`config.mk`:
```
export PLATFORM = sky130hd
export DESIGN_NAME = dcd_top
export DESIGN_NICKNAME = d
export VERILOG_FILES = /design/src/design/dcd_sync.v /design/src/design/dcd_top.v
export VERILOG_INCLUDE_DIRS = /design/src /design/src/design
export SDC_FILE = /design/constraint.sdc
export NUM_CORES = 1
export LEC_CHECK = 0
export ABC_CLOCK_PERIOD_IN_PS = 10500
export BUFFER_PORTS_ARGS = -buffer_cell sky130_fd_sc_hd__buf_2
export CAP_MARGIN = 20
export CORE_MARGIN = 1
export CORE_UTILIZATION = 60
export DETAILED_ROUTE_END_ITERATION = 8
export PLACE_DENSITY = 0.8
export SLEW_MARGIN = 15
export SYNTH_ARGS = -nofsm -noshare
export SYNTH_HDL_FRONTEND = slang
export SYNTH_SLANG_ARGS = --single-unit
export TNS_END_PERCENT = 20
```
`constraint.sdc`:
```
create_clock -name core_clk -period 10.5 [get_ports core_clk]
set_input_delay 1.575 -clock core_clk [delete_from_list [all_inputs] [get_ports core_clk]]
set_output_delay 1.575 -clock core_clk [all_outputs]
set_load 0.05 [all_outputs]
```
`src/design/dcd_defs.vh`:
```
// Shared constants for the DDR2 command decoder and bank state tracker.
// Assumes inclusion by bare name; definitions only.
`ifndef DCD_DEFS_VH
`define DCD_DEFS_VH

// =====================================================================
// Decoded command codes
`define DCD_CMD_W 4
`define DCD_CMD_NOP 4'h0
`define DCD_CMD_DESEL 4'h1
`define DCD_CMD_MODE 4'h2
`define DCD_CMD_REF 4'h3
`define DCD_CMD_SR_ENTER 4'h4
`define DCD_CMD_SR_EXIT 4'h5
`define DCD_CMD_PRE 4'h6
`define DCD_CMD_PRE_ALL 4'h7
`define DCD_CMD_ACT 4'h8
`define DCD_CMD_WR 4'h9
`define DCD_CMD_WR_AP 4'hA
`define DCD_CMD_RD 4'hB
`define DCD_CMD_RD_AP 4'hC
`define DCD_CMD_PD_ENTER 4'hD
`define DCD_CMD_PD_EXIT 4'hE
`define DCD_CMD_BAD 4'hF

// =====================================================================
// Strobe patterns {ras_n, cas_n, we_n} with chip select low
`define DCD_PAT_MODE 3'b000
`define DCD_PAT_REF 3'b001
`define DCD_PAT_PRE 3'b010
`define DCD_PAT_ACT 3'b011
`define DCD_PAT_WR 3'b100
`define DCD_PAT_RD 3'b101
`define DCD_PAT_NOP 3'b111

// =====================================================================
// Bank states
`define DCD_BS_W 3
`define DCD_BS_IDLE 3'h0
`define DCD_BS_ACTIVATING 3'h1
`define DCD_BS_ACTIVE 3'h2
`define DCD_BS_READ 3'h3
`define DCD_BS_WRITE 3'h4
`define DCD_BS_READ_AP 3'h5
`define DCD_BS_WRITE_AP 3'h6
`define DCD_BS_PRECHARGING 3'h7

// =====================================================================
// Geometry and timing defaults, timings in link clock edges
`define DCD_NUM_BANKS 8
`define DCD_BA_W 3
`define DCD_ADDR_W 15
`define DCD_AP_BIT 10
`define DCD_COL_HI 11
`define DCD_BURST_LEN 4
`define DCD_T_RCD 3
`define DCD_T_RP 3
`define DCD_T_WR 3
`define DCD_T_RFC 26
`define DCD_T_MRD 2
`define DCD_T_XSNR 28
`define DCD_CNT_W 8
`define DCD_SYNC_W 3

`endif

```
`src/design/dcd_sync.v`:
```
// Three-stage pin synchroniser with agreement filter.
// Assumes inputs come from outside the core_clk domain.
`timescale 1ns/1ps

module dcd_sync #(
  parameter W = 1
) (
  input wire core_clk,
  input wire rst,
  input wire [W-1:0] d,
  output reg [W-1:0] q
);

  reg [W-1:0] s1;
  reg [W-1:0] s2;
  reg [W-1:0] s3;
  genvar i;

  // =====================================================================
  // Synchroniser chain, one filter per bit
  generate
    for (i = 0; i < W; i = i + 1) begin : g_bit
      always @(posedge core_clk or posedge rst) begin
        if (rst) begin
          s1[i] <= 1'b0;
          s2[i] <= 1'b0;
          s3[i] <= 1'b0;
          q[i] <= 1'b0;
        end else begin
          s1[i] <= d[i];
          s2[i] <= s1[i];
          s3[i] <= s2[i];
          if (s2[i] == s3[i]) begin
            q[i] <= s3[i]; // Change counts once two stages agree
          end
        end
      end
    end
  endgenerate

endmodule

```
`src/design/dcd_top.v`:
```
// DDR2 command decoder with per-bank command legality tracking.
// Assumes the controller drives pins from the link clock ck; the core
// clock samples ck through a synchroniser and acts on its rising edges.
`timescale 1ns/1ps
`include "dcd_defs.vh"

// Summary of operation
// - Commands come only from cs, ras, cas, we, cke at link clock rising edge.
// - ODT never affects decoding; termination is off during self refresh.
// - Third bank bit only counts on parts of 1Gb or larger.
// - Column address bits above the configured top bit are ignored.
// - Bank bits pick the bank, or the mode register during mode load.
// - Self refresh ends asynchronously on cke high with deselect or nop.
// - Length-4 bursts run to completion and are never interrupted.
// - Power-down does no internal refresh; controller limits its length.
// - Bank legality checks apply only with cke high twice, after exit delay.
// - Deselect and nop start nothing and let operations continue.
// - Idle bank takes activate, refresh, mode load; latter two need all idle.
// - Active bank takes read, write or precharge of one or all banks.
// - Read bank takes new read, write or precharge.
// - Write bank takes read, new write or precharge.
// - Bank becomes active after activate plus activate-to-column delay.
// - Read or write state lasts from burst start until burst ends.
// - A10 high on read or write schedules auto precharge; low keeps row open.
module dcd_top #(
  parameter ADDR_W = `DCD_ADDR_W,
  parameter COL_HI = `DCD_COL_HI,
  parameter HAS_BA2 = 1,
  parameter BURST_LEN = `DCD_BURST_LEN,
  parameter T_RCD = `DCD_T_RCD,
  parameter T_RP = `DCD_T_RP,
  parameter T_WR = `DCD_T_WR,
  parameter T_RFC = `DCD_T_RFC,
  parameter T_MRD = `DCD_T_MRD,
  parameter T_XSNR = `DCD_T_XSNR,
  parameter CNT_W = `DCD_CNT_W
) (
  input wire core_clk,
  input wire rst,
  input wire ck,
  input wire cke,
  input wire cs_n,
  input wire ras_n,
  input wire cas_n,
  input wire we_n,
  input wire odt,
  input wire [`DCD_BA_W-1:0] ba,
  input wire [ADDR_W-1:0] addr,
  output reg cmd_valid,
  output reg [`DCD_CMD_W-1:0] cmd_code,
  output reg cmd_illegal,
  output reg [`DCD_BA_W-1:0] cmd_bank,
  output reg [ADDR_W-1:0] cmd_row,
  output reg [ADDR_W-1:0] cmd_col,
  output reg cmd_auto_pre,
  output reg [`DCD_BA_W-1:0] mode_sel,
  output reg [ADDR_W-1:0] mode_opcode,
  output reg [`DCD_NUM_BANKS*`DCD_BS_W-1:0] bank_state,
  output reg all_banks_idle,
  output reg self_refresh,
  output reg power_down,
  output reg odt_on
);

  localparam NB = `DCD_NUM_BANKS;
  localparam SW = `DCD_BS_W;
  localparam SYW = 7 + `DCD_BA_W + ADDR_W;
  localparam BURST_CK = BURST_LEN / 2;
  localparam [CNT_W-1:0] CNT_ZERO = {CNT_W{1'b0}};
  localparam [CNT_W-1:0] CNT_ONE = {{(CNT_W-1){1'b0}}, 1'b1};
  localparam [CNT_W-1:0] LD_ACT = T_RCD[CNT_W-1:0] - CNT_ONE;
  localparam [CNT_W-1:0] LD_BURST = BURST_CK[CNT_W-1:0] - CNT_ONE;
  localparam [CNT_W-1:0] LD_RD_AP = BURST_CK[CNT_W-1:0] + T_RP[CNT_W-1:0] - CNT_ONE;
  localparam [CNT_W-1:0] LD_WR_AP = BURST_CK[CNT_W-1:0] + T_WR[CNT_W-1:0] + T_RP[CNT_W-1:0] - CNT_ONE;
  localparam [CNT_W-1:0] LD_PRE = T_RP[CNT_W-1:0] - CNT_ONE;
  localparam [CNT_W-1:0] LD_RFC = T_RFC[CNT_W-1:0] - CNT_ONE;
  localparam [CNT_W-1:0] LD_MRD = T_MRD[CNT_W-1:0] - CNT_ONE;
  localparam [CNT_W-1:0] LD_XSNR = T_XSNR[CNT_W-1:0];

  // =====================================================================
  // Pin synchronisation, all pins share one delay so they stay aligned
  wire [SYW-1:0] pins_q;
  wire ck_q, cke_q, cs_q, ras_q, cas_q, we_q, odt_q;
  wire [`DCD_BA_W-1:0] ba_q;
  wire [ADDR_W-1:0] addr_q;

  dcd_sync #(.W(SYW)) u_sync (
    .core_clk(core_clk),
    .rst(rst),
    .d({ck, cke, cs_n, ras_n, cas_n, we_n, odt, ba, addr}),
    .q(pins_q)
  );
  assign {ck_q, cke_q, cs_q, ras_q, cas_q, we_q, odt_q, ba_q, addr_q} = pins_q;
  reg ck_prev, cke_last;
  reg [CNT_W-1:0] ref_cnt, mrd_cnt, xsnr_cnt;
  wire ck_rise = ck_q & ~ck_prev;

  // =====================================================================
  // Command decode from sampled levels
  wire [2:0] pat = {ras_q, cas_q, we_q};
  wire quiet = cs_q | (pat == `DCD_PAT_NOP);
  wire ap = addr_q[`DCD_AP_BIT];
  wire [`DCD_BA_W-1:0] sel_bank = HAS_BA2 ? ba_q : {1'b0, ba_q[`DCD_BA_W-2:0]};
  wire table_on = cke_last & cke_q & (xsnr_cnt == CNT_ZERO);
  wire glob_busy = (ref_cnt != CNT_ZERO) | (mrd_cnt != CNT_ZERO);
  wire [NB*SW-1:0] eff;
  wire [NB-1:0] col_ok, act_ok, pre_ok, idle_b;
  reg [`DCD_CMD_W-1:0] next_code;
  reg next_ok;

  // Decode the command and its legality against the target bank
  always @* begin
    next_code = `DCD_CMD_BAD;
    next_ok = 1'b0;
    if (cke_last && !cke_q) begin
      if (quiet) begin
        next_code = `DCD_CMD_PD_ENTER;
        next_ok = 1'b1;
      end else if (pat == `DCD_PAT_REF) begin
        next_code = `DCD_CMD_SR_ENTER;
        next_ok = (&idle_b) & ~glob_busy;
      end
    end else if (!cke_last && cke_q) begin
      next_code = `DCD_CMD_PD_EXIT;
      next_ok = power_down & quiet;
    end else if (cke_last && cke_q) begin
      if (cs_q) begin
        next_code = `DCD_CMD_DESEL;
        next_ok = 1'b1;
      end else begin
        case (pat)
          `DCD_PAT_NOP: begin
            next_code = `DCD_CMD_NOP;
            next_ok = 1'b1;
          end
          `DCD_PAT_MODE: begin
            next_code = `DCD_CMD_MODE;
            next_ok = (&idle_b) & ~glob_busy;
          end
          `DCD_PAT_REF: begin
            next_code = `DCD_CMD_REF;
            next_ok = (&idle_b) & ~glob_busy;
          end
          `DCD_PAT_ACT: begin
            next_code = `DCD_CMD_ACT;
            next_ok = act_ok[sel_bank] & ~glob_busy;
          end
          `DCD_PAT_PRE: begin
            next_code = ap ? `DCD_CMD_PRE_ALL : `DCD_CMD_PRE;
            next_ok = (ap ? (&pre_ok) : pre_ok[sel_bank]) & ~glob_busy;
          end
          `DCD_PAT_RD: begin
            next_code = ap ? `DCD_CMD_RD_AP : `DCD_CMD_RD;
            next_ok = col_ok[sel_bank] & ~glob_busy;
          end
          `DCD_PAT_WR: begin
            next_code = ap ? `DCD_CMD_WR_AP : `DCD_CMD_WR;
            next_ok = col_ok[sel_bank] & ~glob_busy;
          end
          default: begin
            next_code = `DCD_CMD_BAD;
            next_ok = 1'b0;
          end
        endcase
      end
      if (!quiet && !table_on) begin
        next_ok = 1'b0;
      end
    end
  end

  wire exec = ck_rise & next_ok & ~self_refresh;
  wire sr_exit = self_refresh & cke_q & quiet;

  // =====================================================================
  // Per-bank state tracking
  genvar i;
  generate
    for (i = 0; i < NB; i = i + 1) begin : g_bank
      reg [SW-1:0] st, res;
      reg [CNT_W-1:0] cnt;
      wire hit = (sel_bank == i);
      wire done = (cnt == CNT_ZERO);
      wire burst_end = (st == `DCD_BS_READ) | (st == `DCD_BS_WRITE);

      // Resolve timed states whose delay has run out on this edge
      always @* begin
        res = st;
        if (done) begin
          case (st)
            `DCD_BS_ACTIVATING: res = `DCD_BS_ACTIVE;
            `DCD_BS_PRECHARGING: res = `DCD_BS_IDLE;
            `DCD_BS_READ_AP: res = `DCD_BS_IDLE;
            `DCD_BS_WRITE_AP: res = `DCD_BS_IDLE;
            default: res = st;
          endcase
        end
      end

      assign eff[i*SW +: SW] = res;
      assign idle_b[i] = (res == `DCD_BS_IDLE);
      assign act_ok[i] = (res == `DCD_BS_IDLE);
      assign col_ok[i] = (res == `DCD_BS_ACTIVE) | (burst_end & done);
      assign pre_ok[i] = (res == `DCD_BS_IDLE) | col_ok[i];

      // Apply legal commands and advance delay counters
      always @(posedge core_clk or posedge rst) begin
        if (rst) begin
          st <= `DCD_BS_IDLE;
          cnt <= CNT_ZERO;
        end else if (ck_rise) begin
          if (exec && hit && next_code == `DCD_CMD_ACT) begin
            st <= `DCD_BS_ACTIVATING;
            cnt <= LD_ACT;
          end else if (exec && hit && next_code == `DCD_CMD_RD) begin
            st <= `DCD_BS_READ;
            cnt <= LD_BURST;
          end else if (exec && hit && next_code == `DCD_CMD_WR) begin
            st <= `DCD_BS_WRITE;
            cnt <= LD_BURST;
          end else if (exec && hit && next_code == `DCD_CMD_RD_AP) begin
            st <= `DCD_BS_READ_AP;
            cnt <= LD_RD_AP;
          end else if (exec && hit && next_code == `DCD_CMD_WR_AP) begin
            st <= `DCD_BS_WRITE_AP;
            cnt <= LD_WR_AP;
          end else if (exec && !idle_b[i] && ((hit && next_code == `DCD_CMD_PRE) ||
                                              next_code == `DCD_CMD_PRE_ALL)) begin
            st <= `DCD_BS_PRECHARGING;
            cnt <= LD_PRE;
          end else begin
            if (burst_end && done) begin
              st <= `DCD_BS_ACTIVE;
            end else begin
              st <= res;
            end
            if (!done) begin
              cnt <= cnt - CNT_ONE;
            end
          end
        end
      end
    end
  endgenerate

  // =====================================================================
  // Global delays, power modes and link clock edge history
  always @(posedge core_clk or posedge rst) begin
    if (rst) begin
      ck_prev <= 1'b0;
      cke_last <= 1'b0;
      ref_cnt <= CNT_ZERO;
      mrd_cnt <= CNT_ZERO;
      xsnr_cnt <= CNT_ZERO;
      self_refresh <= 1'b0;
      power_down <= 1'b0;
    end else begin
      ck_prev <= ck_q;
      if (sr_exit) begin
        self_refresh <= 1'b0;
        xsnr_cnt <= LD_XSNR;
      end
      if (ck_rise) begin
        cke_last <= cke_q;
        if (ref_cnt != CNT_ZERO) begin
          ref_cnt <= ref_cnt - CNT_ONE;
        end
        if (mrd_cnt != CNT_ZERO) begin
          mrd_cnt <= mrd_cnt - CNT_ONE;
        end
        if (!sr_exit && xsnr_cnt != CNT_ZERO && !self_refresh) begin
          xsnr_cnt <= xsnr_cnt - CNT_ONE;
        end
        if (exec) begin
          case (next_code)
            `DCD_CMD_REF: ref_cnt <= LD_RFC;
            `DCD_CMD_MODE: mrd_cnt <= LD_MRD;
            `DCD_CMD_SR_ENTER: self_refresh <= 1'b1;
            `DCD_CMD_PD_ENTER: power_down <= 1'b1;
            `DCD_CMD_PD_EXIT: power_down <= 1'b0;
            default: power_down <= power_down;
          endcase
        end
      end
    end
  end

  // =====================================================================
  // Registered command report and status outputs
  always @(posedge core_clk or posedge rst) begin
    if (rst) begin
      cmd_valid <= 1'b0;
      cmd_code <= `DCD_CMD_NOP;
      cmd_illegal <= 1'b0;
      cmd_bank <= {`DCD_BA_W{1'b0}};
      cmd_row <= {ADDR_W{1'b0}};
      cmd_col <= {ADDR_W{1'b0}};
      cmd_auto_pre <= 1'b0;
      mode_sel <= {`DCD_BA_W{1'b0}};
      mode_opcode <= {ADDR_W{1'b0}};
      bank_state <= {NB*SW{1'b0}};
      all_banks_idle <= 1'b1;
      odt_on <= 1'b0;
    end else begin
      cmd_valid <= 1'b0;
      cmd_illegal <= 1'b0;
      bank_state <= eff;
      all_banks_idle <= &idle_b;
      odt_on <= odt_q & ~self_refresh;
      if (sr_exit) begin
        cmd_valid <= 1'b1;
        cmd_code <= `DCD_CMD_SR_EXIT;
      end else if (ck_rise && !self_refresh) begin
        cmd_valid <= 1'b1;
        cmd_code <= next_code;
        cmd_illegal <= ~next_ok;
        cmd_bank <= sel_bank;
        cmd_row <= addr_q;
        cmd_auto_pre <= ap & (pat == `DCD_PAT_RD || pat == `DCD_PAT_WR);
        cmd_col <= addr_q & ~({ADDR_W{1'b1}} << (COL_HI + 1)) & ~({{(ADDR_W-1){1'b0}}, 1'b1} << `DCD_AP_BIT);
        if (exec && next_code == `DCD_CMD_MODE) begin
          mode_sel <= ba_q;
          mode_opcode <= addr_q;
        end
      end
    end
  end

endmodule
```
# Word level (Yosys, flattened, before mapping)

Index checks and enable logic that the tools add are counted.

Bits in registers: 296
Output and inout port bits: 86
Word-level logic and storage cells: 645

Add/subtract/negate cells: 11
$lt $le $gt $ge: 1
Equal/unequal tests: 114
Mux-type cells: 173
Bitwise operators: 53
Reduce and logical (&&, ||, !) cells: 158

Operators with widths:

| operator                                                                | count |
|---|---|
| 8-bit 2-to-1 mux                                                        | 65 |
| 3-bit 2-to-1 mux                                                        | 65 |
| 3-bit == test, second input constant                                    | 39 |
| 1-bit logical AND                                                       | 88 |
| 8-bit by 1-bit subtractor with 8-bit output, second input constant      | 11 |
| 8-bit zero test                                                         | 9 |
| 3-bit by 2-bit == test with 1-bit output, second input constant         | 20 |
| 7-bit by 1-bit inequality test with 1-bit output, second input constant | 8 |
| 3-bit one-hot mux with 2 select lines                                   | 8 |
| 4-bit 2-to-1 mux                                                        | 8 |
| 3-bit by 1-bit == test with 1-bit output, second input constant         | 10 |
| 3-bit zero test                                                         | 10 |
| 4-bit == test, second input constant                                    | 7 |
| 4-bit one-hot mux with 7 select lines                                   | 1 |
| 1-bit OR                                                                | 26 |
| 1-bit == test                                                           | 25 |
| 8-bit nonzero test                                                      | 3 |
| 3-bit OR reduction                                                      | 8 |
| 1-bit bitwise AND                                                       | 22 |
| 1-bit 2-to-1 mux                                                        | 20 |
| 2-bit AND reduction                                                     | 9 |
| 8-bit AND reduction                                                     | 2 |
| 1-bit zero test                                                         | 14 |
| 4-bit by 3-bit == test with 1-bit output, second input constant         | 3 |
| other kinds (11)                                                        | 29 |

# Logic depth before layout (Yosys ltp)

Gate-level depths: netlist of the first run.

Depth after elaboration: 27
Depth in mapped cells: 15

# Modules after synthesis

Synthesis of the first run repeated with hierarchy kept, for this count alone.

Cell total of the unflattened synthesis: 1410
Area, all modules: 14029.7 µm²

By module, submodules not included:

| module   | times used | cells an instance | area an instance (µm²) | sequential area each (µm²) |
|---|---|---|---|---|
| dcd_top  | 1          | 1284              | 11242.0                | 4630.7 |
| dcd_sync | 1          | 126               | 2787.7                 | 2502.4 |

# Worst setup path after synthesis of the first run

Ideal clock, no wire load.

Kind: register to register
From: register g_bank[5].cnt[0]
To: register g_bank[5].cnt[1]
Arrival time: 3.272 ns
Data required time: 10.372 ns
Setup slack: 7.100 ns
Stages on the path, launching flop included: 15
Path buffers: 2
Cell sequence: dfrtp_1 inv_1 ha_1 nor3b_1 and2_1 buf_2 or3_1 a32oi_1 o21ai_1 or4_4 a21o_1 buf_6 a32o_1 o21ai_2 mux2_1

Word-level cells in the longest chain between the ends: 25
Elaborated cells between the ends (all ways): 49

Ends and longest elaborated chain:

| element                                            | line          | text |
|---|---|---|
| from (decl)                                        | dcd_top.v:181 | `reg [CNT_W-1:0] cnt;` |
| from (signal assigned)                             | dcd_top.v:238 | `cnt <= cnt - CNT_ONE;` |
| 8-bit zero test                                    | dcd_top.v:183 | `wire done = (cnt == CNT_ZERO);` |
| 3-bit 2-to-1 mux                                   | dcd_top.v:189 | `if (done) begin` |
| 3-bit by 2-bit == test with 1-bit output (no line) | --            |  |
| 1-bit OR                                           | dcd_top.v:203 | `` assign col_ok[i] = (res == `DCD_BS_ACTIVE) \| (burst_end & done); `` |
| 1-bit OR                                           | dcd_top.v:204 | `` assign pre_ok[i] = (res == `DCD_BS_IDLE) \| col_ok[i]; `` |
| 1-bit binary-select mux with 3-bit select          | dcd_top.v:150 | `next_ok = (ap ? (&pre_ok) : pre_ok[sel_bank]) & ~glob_busy;` |
| 1-bit 2-to-1 mux (implied by the code)             | dcd_top.v:150 |  |
| 1-bit 2-to-1 mux                                   | dcd_top.v:150 |  |
| (+7 left out)                                      | --            |  |
| 1-bit bitwise AND (2 in a row)                     | dcd_top.v:172 | `wire exec = ck_rise & next_ok & ~self_refresh;` |
| 1-bit logical AND (2 in a row)                     | dcd_top.v:227 | `` end else if (exec && !idle_b[i] && ((hit && next_code == `DCD_CMD_PRE) \|\| `` |
| 8-bit 2-to-1 mux                                   | dcd_top.v:227 |  |
| 8-bit 2-to-1 mux                                   | dcd_top.v:224 | `` end else if (exec && hit && next_code == `DCD_CMD_WR_AP) begin `` |
| 8-bit 2-to-1 mux                                   | dcd_top.v:221 | `` end else if (exec && hit && next_code == `DCD_CMD_RD_AP) begin `` |
| 8-bit 2-to-1 mux                                   | dcd_top.v:218 | `` end else if (exec && hit && next_code == `DCD_CMD_WR) begin `` |
| 8-bit 2-to-1 mux                                   | dcd_top.v:215 | `` end else if (exec && hit && next_code == `DCD_CMD_RD) begin `` |
| 8-bit 2-to-1 mux                                   | dcd_top.v:212 | `` if (exec && hit && next_code == `DCD_CMD_ACT) begin `` |

Several ways; a longest one is shown, not always the timed one. The select of a mux whose other input is x is not followed.
A chain may end at the register's enable or synchronous reset.

# Worst setup path in the final report of the first run

From: register g_bank[6].cnt[0]
To: register g_bank[7].st[2]

Word-level cells in the longest chain between the ends: 25
Elaborated cells between the ends (all ways): 44

Ends and longest elaborated chain:

| element                                            | line          | text |
|---|---|---|
| from (decl)                                        | dcd_top.v:181 |  |
| from (signal assigned)                             | dcd_top.v:238 |  |
| 8-bit zero test (*)                                | dcd_top.v:183 |  |
| 3-bit 2-to-1 mux                                   | dcd_top.v:189 |  |
| 3-bit by 2-bit == test with 1-bit output (no line) | --            |  |
| 1-bit OR                                           | dcd_top.v:203 |  |
| 1-bit OR                                           | dcd_top.v:204 |  |
| 1-bit binary-select mux with 3-bit select          | dcd_top.v:150 |  |
| 1-bit 2-to-1 mux (implied by the code)             | dcd_top.v:150 |  |
| 1-bit 2-to-1 mux                                   | dcd_top.v:150 |  |
| (+7 left out)                                      | --            |  |
| 1-bit bitwise AND (*) (2 in a row)                 | dcd_top.v:172 |  |
| 1-bit logical AND (2 in a row)                     | dcd_top.v:227 |  |
| 3-bit 2-to-1 mux                                   | dcd_top.v:227 |  |
| 3-bit 2-to-1 mux                                   | dcd_top.v:224 |  |
| 3-bit 2-to-1 mux                                   | dcd_top.v:221 |  |
| 3-bit 2-to-1 mux                                   | dcd_top.v:218 |  |
| 3-bit 2-to-1 mux                                   | dcd_top.v:215 |  |
| 3-bit 2-to-1 mux (*)                               | dcd_top.v:212 |  |
| to (signal assigned)                               | dcd_top.v:213 | `` st <= `DCD_BS_ACTIVATING; `` |
| to (signal assigned)                               | dcd_top.v:216 | `` st <= `DCD_BS_READ; `` |
| to (signal assigned)                               | dcd_top.v:219 | `` st <= `DCD_BS_WRITE; `` |
| to (decl)                                          | dcd_top.v:180 | `reg [SW-1:0] st, res;` |

Every way passes the cells marked *; elsewhere a longest branch is shown, timed or not. The select of a mux whose other input is x is not followed.

==> qor.yml, run 1 <==
status: "finished, final reports clean"
cts_setup_buffers: 0
antenna_found_initial: 0
slowest_delay_ns: 0.56
firstDrtPassIters: 8
hold_start: "u_sync.s1[7]"
fin_cells: 1739
place_area_sq_um: 14220
max_slew_margin_pct: 17.78
p_int_mw: 2.430
gp_congestion: 1.017
place.detailed.hpwl_um: 24560
cts_buffer_depth: 3
drt_iter0_markers: 1056
avgSynthCellArea_sq_um: 9.977
drive_above_1_share_pct: 16.45
area_growth_pct: 11.88
worst_clock_skew_ns: 0.01548
clk_pin_slew_worst_paths_ns: 0.07
clk_latency_ns: 0.57
grt_setup_unrepaired: "no"
htreeDepth: 1
crit_path_end_kind: "flip-flop"
fp-row-count: 54
crit_required_ns: 10.98
die_width_um: 152.7
fillers: 1642
setup_viol: 0
cts_tree: "built"
startpoint: "g_bank[6].cnt[0]"
whs_ns: 0.3420
synth_edf_count: 0
fin_crit_ns: 4.495
avgViaCountPerCell: 6.423
ys_types: 88
p_total_mw: 4.032
period_share_pct: 42.81
dieArea_sq_um: 23300
finalMaxSlewViolations: 0
finalHoldViolCount: 0
power_switching_share_pct: 39.72
ant_nets: 0
final.setup.tns_ns: 0
io_pins: 113
seq_area_frac_synth_pct: 52.38
cp_slowest_cell: "nor2_1"
clkPwrFrac_pct: 26.2
worst_pin_slew_ns: 1.220
cp_top_family: "simple AND/OR/NAND/NOR gates"
track_usage_pct: 31.85
p_comb_share_pct: 33.0
hold_path.class: "reg -> reg"
numPortBuffers: 108
switching_power_mw: 1.601
root_buffer: "clkbuf_16"
wl_per_cell_um: 21.12
vias: 11170
cts_resized: 0
max_cap_violations: 0
clock_sink_count: 285
dp.cells: 1683
p_per_area_nw_per_um2: 264.6
synth_cells: 1365
cts_hold_buf: 0
r2r_start: "g_bank[6].cnt[0]"
cts_buffers: 29
grt_pass1_vias: 10790
cp_max_fo: 22
ys.flop_type: "dfrtp_1"
power_leakage_nw: 6.782
drcViolationCount: 0
start_util_pct: 61.83
grt_pass1_wl_um: 58430
grt_max_degree: 135
coreArea_sq_um: 22030
worst-setup-path-type: "reg -> reg"
ys.warnings.count: 0
cp.arrival_ns: 4.98
crit_path_start_kind: "flip-flop"
synth-seq-cells: 285
peakVddDrop_mv: 0.1931
final_nets: 1484
async_flop_share_pct: 100.0
die_height_um: 152.7
design_area_sq_um: 15240
grt_overflow: 0
p_seq_share_pct: 40.8
antenna_cells: 0
critPathBufInv: 2
syn-cell-area_sq_um: 13620
worstPathCellList: "inv_1 > ha_1 > nor3b_1 > a21boi_0 > a222oi_1 > nand3_1 > nor4_1 > or4_4 > a21boi_2 > buf_8 > nor2_1 > o21ai_0 > o211ai_1"
wirelength_um: 36720
max_freq_mhz: 222.5
## final timing paths
check	end	slack (ns)	cells past startpoint
setup / recovery	g_bank[7].st[2]	6.00	13
hold / removal	u_sync.s2[7]	0.34	0
setup reg to reg	g_bank[7].st[2]	6.00	13
hold reg to reg	u_sync.s2[7]	0.34	0
max in group asynchronous	g_bank[7].cnt[5]	7.86	3
min in group asynchronous	u_sync.s1[19]	1.18	2
## power groups by stage
stage / clock network (mW) / registers, mW / logic [mW]
floorplan: 0 / 1.76 / 0.851
global placement: 0 / 1.64 / 1.27
detailed placement: 0 / 1.65 / 1.30
CTS: 1.07 / 1.64 / 1.31
global route: 1.11 / 1.69 / 1.44
finish: 1.05 / 1.65 / 1.33
## cell usage in the layout (no fill, tap or decap), types with 14 or more instances in the layout
cell       instances
a21oi_1           78
nand2_1          145
o21a_1            17
a31oi_1           26
inv_1             33
nand2b_1          24
o21ai_0           61
dfrtp_1          284
clkbuf_16         29
and2_1            18
ha_1              21
xnor2_1           20
o22ai_1           14
mux2_2            26
nor3_1            69
buf_2            108
maj3_1            25
nor2_1           119
nand3_1           38
or3_1             17
nor4_1            24
## per-layer routing
| layer | part of all wire [%] | vias up | GRT usage (%) |
|---|---|---|---|
| met5 | 0 | - | 0 |
| met4 | 4.2 | 0 | 12.46 |
| met3 | 8.6 | 127 | 6.030 |
| met2 | 45 | 593 | 50.50 |
| met1 | 42 | 5408 | 43.61 |
| li1 | - | 5042 | - |
## synth_stat cells (21+ instances only)
master    number  share of area (%)
a21oi_1       78                2.9
a31oi_1       26                1.2
clkbuf_1      52                1.4
dfrtp_1      284                 52
ha_1          21                1.9
inv_1         34               0.94
maj3_1        25                1.8
mux2_2        26                2.1
nand2_1      145                4.0
nand2b_1      25                1.1
nand3_1       38                1.4
nor2_1       120                3.3
nor3_1        69                2.5
nor4_1        25                1.1
o21ai_0       61                2.2
## worst reg2reg max path: cells and delay by family, from the launching register on
kind | cells | cell delay, ns
adder cells (fa/ha/maj) | 1 | 0.16
buffers and inverters | 2 | 0.32
AND/OR/NAND/NOR | 5 | 2.03
flip-flops | 1 | 0.40
AO/OA/AOI/OAI | 5 | 1.51
## layout make-up
type	instances	area (sq um)	area share, %
sequential	285	7133	46.82
multi-input combinational	963	5966	39.16
clock buffer	41	800.8	5.256
timing repair buffer	123	680.7	4.467
tap	280	350.3	2.299
clock inverter	13	170.2	1.117
inverter	34	135.1	0.8869
## state kept, by name (all words and copies together), names as in the netlist, 4 cells and up
signal       cells
u_sync.q        25
bank_state      24
g_bank.cnt      64
mrd_cnt          8
u_sync.s2       25
mode_opcode     15
u_sync.s1       25
u_sync.s3       25
g_bank.st       24
ref_cnt          8
xsnr_cnt         8
cmd_row         15
cmd_code         4
## stage by stage
step,util [%],worst slack [ns]
6_report,69.17,6.005
5_1_grt,69.17,5.682
4_1_cts,68.98,5.807
3_5_place_dp,64.57,5.832
3_3_place_gp,64.57,5.993
2_1_floorplan,-,1.063
## cell families after synthesis
logic type	count (synthesis)	synth area share, %
buffers and inverters	120	3.997
AND/OR/NAND/NOR	535	19.73
flip-flops	285	52.38
AO/OA/AOI/OAI	316	15.50
multiplexers	36	2.931
adder cells (fa/ha/maj)	46	3.767
other	1	0.02754
XOR/XNOR	26	1.672
Note: power is estimated with default switching activity, not from simulation.
==> inputs of run 2 (changes only) <==
--- a/config.mk
+++ b/config.mk
@@ -6,13 +6,14 @@
 export SDC_FILE = /design/constraint.sdc
 export NUM_CORES = 1
 export LEC_CHECK = 0
-export ABC_CLOCK_PERIOD_IN_PS = 10500
+export ABC_AREA = 1
+export ABC_CLOCK_PERIOD_IN_PS = 4080
 export BUFFER_PORTS_ARGS = -buffer_cell sky130_fd_sc_hd__buf_2
 export CAP_MARGIN = 20
 export CORE_MARGIN = 1
-export CORE_UTILIZATION = 60
+export CORE_UTILIZATION = 55
 export DETAILED_ROUTE_END_ITERATION = 8
-export PLACE_DENSITY = 0.8
+export PLACE_DENSITY = 0.77
 export SLEW_MARGIN = 15
 export SYNTH_ARGS = -nofsm -noshare
 export SYNTH_HDL_FRONTEND = slang
==> constraint.sdc (replaced) <==
create_clock -name core_clk -period 4.08 [get_ports core_clk]
set_input_delay 0.612 -clock core_clk [delete_from_list [all_inputs] [get_ports core_clk]]
set_output_delay 0.612 -clock core_clk [all_outputs]
set_load 0.05 [all_outputs]
==> qor.yml, run 2 <==
drive_above_1_share_pct: 15.21
start_util_pct: 56.02
crit_path_end_kind: "flip-flop"
final_common_cell: "nand2_1"
ant_nets: 0
regMostFlops: "g_bank.cnt"
largest_reg_flops: 64
grt_pass1_wl_um: 57570
period_share_pct: 88.96
synth_edf_count: 0
coreArea_sq_um: 26060
htreeDepth: 1
fin_util_pct: 63.45
firstDrtPassIters: 6
synth_compound_area_share_pct: 10.01
fp-row-count: 59
cp_max_fo: 11
worst_pin_slew_ns: 0.8566
grt_setup_unrepaired: "no"
p_int_mw: 6.674
mostFrequentLayoutCells: "nand2_1 (372), dfrtp_1 (284), inv_1 (182)"
power_leakage_nw: 8.051
fin_crit_ns: 3.630
max_slew_margin_pct: 42.83
dp.cells: 2155
antenna_cells: 0
cts_buffers: 29
wirelength_um: 34810
dieArea_sq_um: 27200
worst-setup-path-type: "reg -> reg"
switching_power_mw: 4.928
place.detailed.hpwl_um: 24600
async_flop_share_pct: 100.0
root_buffer: "clkbuf_16"
fillers: 2200
synth_top_area_share_pct: 48.68
yosysMostFrequentCell: "nand2_1"
synth-simple-area-share_pct: 27.21
ys.warnings.count: 0
crit_required_ns: 4.57
grt_overflow: 0
avgSynthCellArea_sq_um: 8.448
max_cap_violations: 0
vias: 12270
avgViaCountPerCell: 5.553
regArea_sq_um: 7133
cts_setup_buffers: 0
drt_iter0_markers: 1044
io_pins: 113
numPortBuffers: 108
finalHoldViolCount: 0
netlist_top_cells_area: "dfrtp_1 (49%), nand2_1 (9.6%), inv_1 (4.7%)"
synth.largest_area_cell: "dfrtp_1"
max_freq_mhz: 275.5
final.setup.tns_ns: 0
synth_cells: 1728
grt_pass1_vias: 11950
seq_area_frac_synth_pct: 48.86
ys.flop_type: "dfrtp_1"
cts_resized: 0
synth-adder-area-share_pct: 3.514
wl_per_cell_um: 15.76
clock_sink_count: 285
status: "finished, final reports clean"
power_switching_share_pct: 42.48
peakVddDrop_mv: 0.5834
cts_tree: "built"
cp.arrival_ns: 4.12
setup_viol: 0
crit_path_start_kind: "flip-flop"
worst_clock_skew_ns: 0.02469
p_comb_share_pct: 41.6
p_total_mw: 11.60
clkPwrFrac_pct: 23.1
drcViolationCount: 0
cts_buffer_depth: 3
p_seq_share_pct: 35.4
grt_max_degree: 73
synth_xor_area_share_pct: 3.780
die_width_um: 164.9
final_nets: 1900
ys_types: 53
synth_top_family_by_area: "simple AND/OR/NAND/NOR gates"
fin_cells: 2209
finalMaxSlewViolations: 0
synthTopCellsByCount: "nand2_1 (372), dfrtp_1 (284), inv_1 (183)"
cts_hold_buf: 0
hold_path.class: "in -> async"
antenna_found_initial: 0
syn-cell-area_sq_um: 14600
synth-seq-cells: 285
track_usage_pct: 26.37
clk_latency_ns: 0.57
die_height_um: 164.9
clk_pin_slew_worst_paths_ns: 0.07
area_growth_pct: 13.25
gp_congestion: 0.9597
synthMuxAreaShare_pct: 0
multiInputGateArea_sq_um: 6524
p_per_area_nw_per_um2: 701.8
-- run 2: cell count changes after synthesis, moves of 25 or more --
| cell | change |
|---|---|
| nand2_1 | +227 |
| nand3_1 | +93 |
| mux2_2 | -26 |
| inv_1 | +149 |
| nor3_1 | -46 |
| xor2_1 | +38 |
| a31oi_1 | -25 |
| clkbuf_1 | -38 |
| o21ai_0 | +40 |
| nand4_1 | +41 |
| nand2b_1 | -25 |
| nor2_1 | +62 |
-- run 2: cells by family after synthesis --
group                    Yosys count
AND/OR/NAND/NOR                  853
AO/OA/AOI/OAI                    245
buffers and inverters            235
XOR/XNOR                          63
flip-flops                       285
other                              1
adder cells (fa/ha/maj)           46
-- run 2: routing by layer --
layer | vias up | global-route usage (%) | part of all wire (%)
met3 | 73 | 3.817 | 5.8
met1 | 5908 | 34.63 | 43
met2 | 392 | 45.30 | 49
met5 | - | 0 | 0
met4 | 0 | 7.548 | 2.4
li1 | 5893 | - | -
-- run 2: path summary, 6_finish.rpt --
path | to | start | cells after the start | slack (ns)
max | g_bank[7].cnt[7] | g_bank[5].cnt[0] | 19 | 0.45
min | u_sync.s1[10] | rst | 2 | 0.05
max reg2reg | g_bank[7].cnt[7] | g_bank[5].cnt[0] | 19 | 0.45
min reg2reg | u_sync.s2[8] | u_sync.s1[8] | 0 | 0.35
max in group asynchronous | cmd_row[5] | rst | 4 | 3.00
min in group core_clk | u_sync.s1[15] | ba[0] | 1 | 0.14
-- run 2: power groups by stage --
stage / registers, mW / clock network (mW) / logic, mW
floorplan: 4.56 / 0 / 3.29
global placement: 4.10 / 0 / 4.65
detailed placement: 4.13 / 0 / 4.78
CTS: 4.09 / 2.72 / 4.81
global route: 4.19 / 2.81 / 5.39
finish: 4.10 / 2.68 / 4.83
-- run 2: final cells by class --
cell class	count	area share (%)
Inverter	196	4.473
Multi-Input combinational cell	1211	39.46
Timing Repair Buffer	129	4.525
Clock buffer	36	4.911
Clock inverter	17	0.9535
Sequential cell	285	43.14
Tap cell	335	2.535
-- run 2: worst max-delay path: stages (launching register included) --
cell,delay [ns]
dfrtp_1,0.39
inv_1,0.11
ha_1,0.17
nand2_1,0.08
nor2_2,0.18
nand3_1,0.16
nand2_1,0.12
nand2_1,0.07
nor3_2,0.17
nand2_1,0.10
inv_2,0.08
nand3_2,0.08
a31oi_4,0.36
buf_4,0.27
nand4_1,0.25
a21oi_1,0.36
nor2_2,0.11
a21oi_4,0.28
nand3_1,0.14
nand2_1,0.08
-- run 2: through the flow --
step	setup WS [ns]	area, sq um	hold slack, ns
6_report	0.4504	16530	0.05157
5_1_grt	0.1357	16530	0.07961
4_1_cts	0.5144	16510	0.1323
3_5_place_dp	0.5434	15540	0.3347
3_3_place_gp	0.6186	15540	0.3328
2_1_floorplan	-0.3084	14610	0.3312
==> inputs of run 3 (changes only) <==
==> constraint.sdc (replaced) <==
create_clock -name core_clk -period 4.08 [get_ports core_clk]
set_input_delay 0.204 -clock core_clk [delete_from_list [all_inputs] [get_ports core_clk]]
set_output_delay 0.204 -clock core_clk [all_outputs]
set_load 0.05 [all_outputs]
==> qor.yml, run 3 (synthesis results as in run 2) <==
status: "finished, final reports clean"
power_leakage_nw: 8.201
drt_iter0_markers: 1050
drive_above_1_share_pct: 14.89
avgViaCountPerCell: 5.532
peakVddDrop_mv: 0.7296
die_width_um: 164.9
period_share_pct: 89.80
place.detailed.hpwl_um: 24350
antenna_found_initial: 0
largest_reg_flops: 64
max_slew_margin_pct: 46.48
cp_max_fo: 11
finalMaxSlewViolations: 0
numPortBuffers: 108
drcViolationCount: 0
vias: 12360
cts_setup_buffers: 0
firstDrtPassIters: 7
clk_pin_slew_worst_paths_ns: 0.06
fin_crit_ns: 3.664
worst-setup-path-type: "reg -> reg"
dieArea_sq_um: 27200
grt_pass1_vias: 12160
root_buffer: "clkbuf_16"
p_per_area_nw_per_um2: 705.0
worst_clock_skew_ns: 0.03731
cts_hold_buf: 26
area_growth_pct: 15.72
finalHoldViolCount: 0
final_nets: 1925
gp_congestion: 0.9729
mostFrequentLayoutCells: "nand2_1 (372), dfrtp_1 (284), inv_1 (182)"
cts_buffers: 30
clk_latency_ns: 0.58
crit_path_end_kind: "flip-flop"
max_cap_violations: 0
ant_nets: 0
setup_viol: 0
wl_per_cell_um: 15.91
die_height_um: 164.9
hold_path.class: "in -> async"
io_pins: 113
track_usage_pct: 27.23
crit_path_start_kind: "flip-flop"
dp_slack_ns: 0.5395
cts_resized: 0
antenna_cells: 0
grt_setup_unrepaired: "no"
clock_sink_count: 285
htreeDepth: 1
start_util_pct: 56.02
max_freq_mhz: 272.9
fp-row-count: 59
grt_overflow: 0
grt_max_degree: 84
grt_pass1_wl_um: 59370
final.setup.tns_ns: 0
fin_ws_ns: 0.4162
cp.arrival_ns: 4.15
wirelength_um: 35550
crit_required_ns: 4.56
regMostFlops: "g_bank.cnt"
coreArea_sq_um: 26060
worst_pin_slew_ns: 0.8020
cts_tree: "built"
final_common_cell: "nand2_1"
cts_buffer_depth: 3
[run 3: power breakdown]
group,switching (mW),internal (mW),total [mW],leakage [nW]
Combinational,3.23,1.63,4.87,4.19
Sequential,0.586,3.52,4.10,3.50
Clock,1.14,1.80,2.94,0.518
Total,4.96,6.95,11.9,8.20
[run 3: area by class of cell]
class                   count  area (sq um)
well taps                 335         419.2
fillers                  2135          9165
flip-flops and latches    285          7133
multi-input cells        1211          6524
clock inverters            18         267.8
repair buffers            153         993.5
clock buffers              37         817.0
inverters                 196         739.5
[run 3: worst max-delay path, stage by stage, from the launching register on]
cell and delay (ns):
dfrtp_1 0.40, inv_1 0.11, ha_1 0.17, nand2_1 0.09
nor2_2 0.17, nand3_1 0.17, nand2_1 0.13, nand2_1 0.07
nor3_2 0.18, nand2_1 0.10, inv_2 0.08, nand3_2 0.08
a31oi_4 0.35, buf_4 0.27, nand4_1 0.25, a21oi_1 0.35
nor2_2 0.11, a21oi_4 0.29, nand3_1 0.13, nand2_1 0.09
[run 3: stage by stage]
step                      power, mW  instance area [sq um]  utilization (%)  instances  hold WS (ns)
after floorplan               7.854                  14610                -       1731        0.2354
after global placement        8.744                  15530            59.59       2153        0.3113
after detailed placement      8.905                  15530            59.59       2153        0.3133
after CTS                     11.90                  16870            64.75       2234        0.2549
after global routing          12.74                  16890            64.83       2235        0.1700
final                         11.91                  16890            64.83       2235        0.1507
[run 3: worst paths after layout]
kind,startpoint,end,slack (ns),depth (start not counted)
setup / recovery,g_bank[5].cnt[0],g_bank[2].cnt[0],0.42,19
max in group asynchronous,rst,g_bank[7].st[0],2.89,5
hold / removal,rst,u_sync.s1[18],0.15,3
setup reg to reg,g_bank[5].cnt[0],g_bank[2].cnt[0],0.42,19
hold reg to reg,u_sync.s1[21],u_sync.s2[21],0.35,0
min in group core_clk,odt,u_sync.s1[18],0.27,2
[run 3: metal layers]
metal / part of all wire [%] / vias up / global-route usage (%)
met5: 0 / - / 0
met4: 2.7 / 0 / 9.008
met3: 6.9 / 75 / 4.470
met2: 48 / 447 / 44.92
met1: 43 / 5900 / 36.57
li1: - / 5941 / -
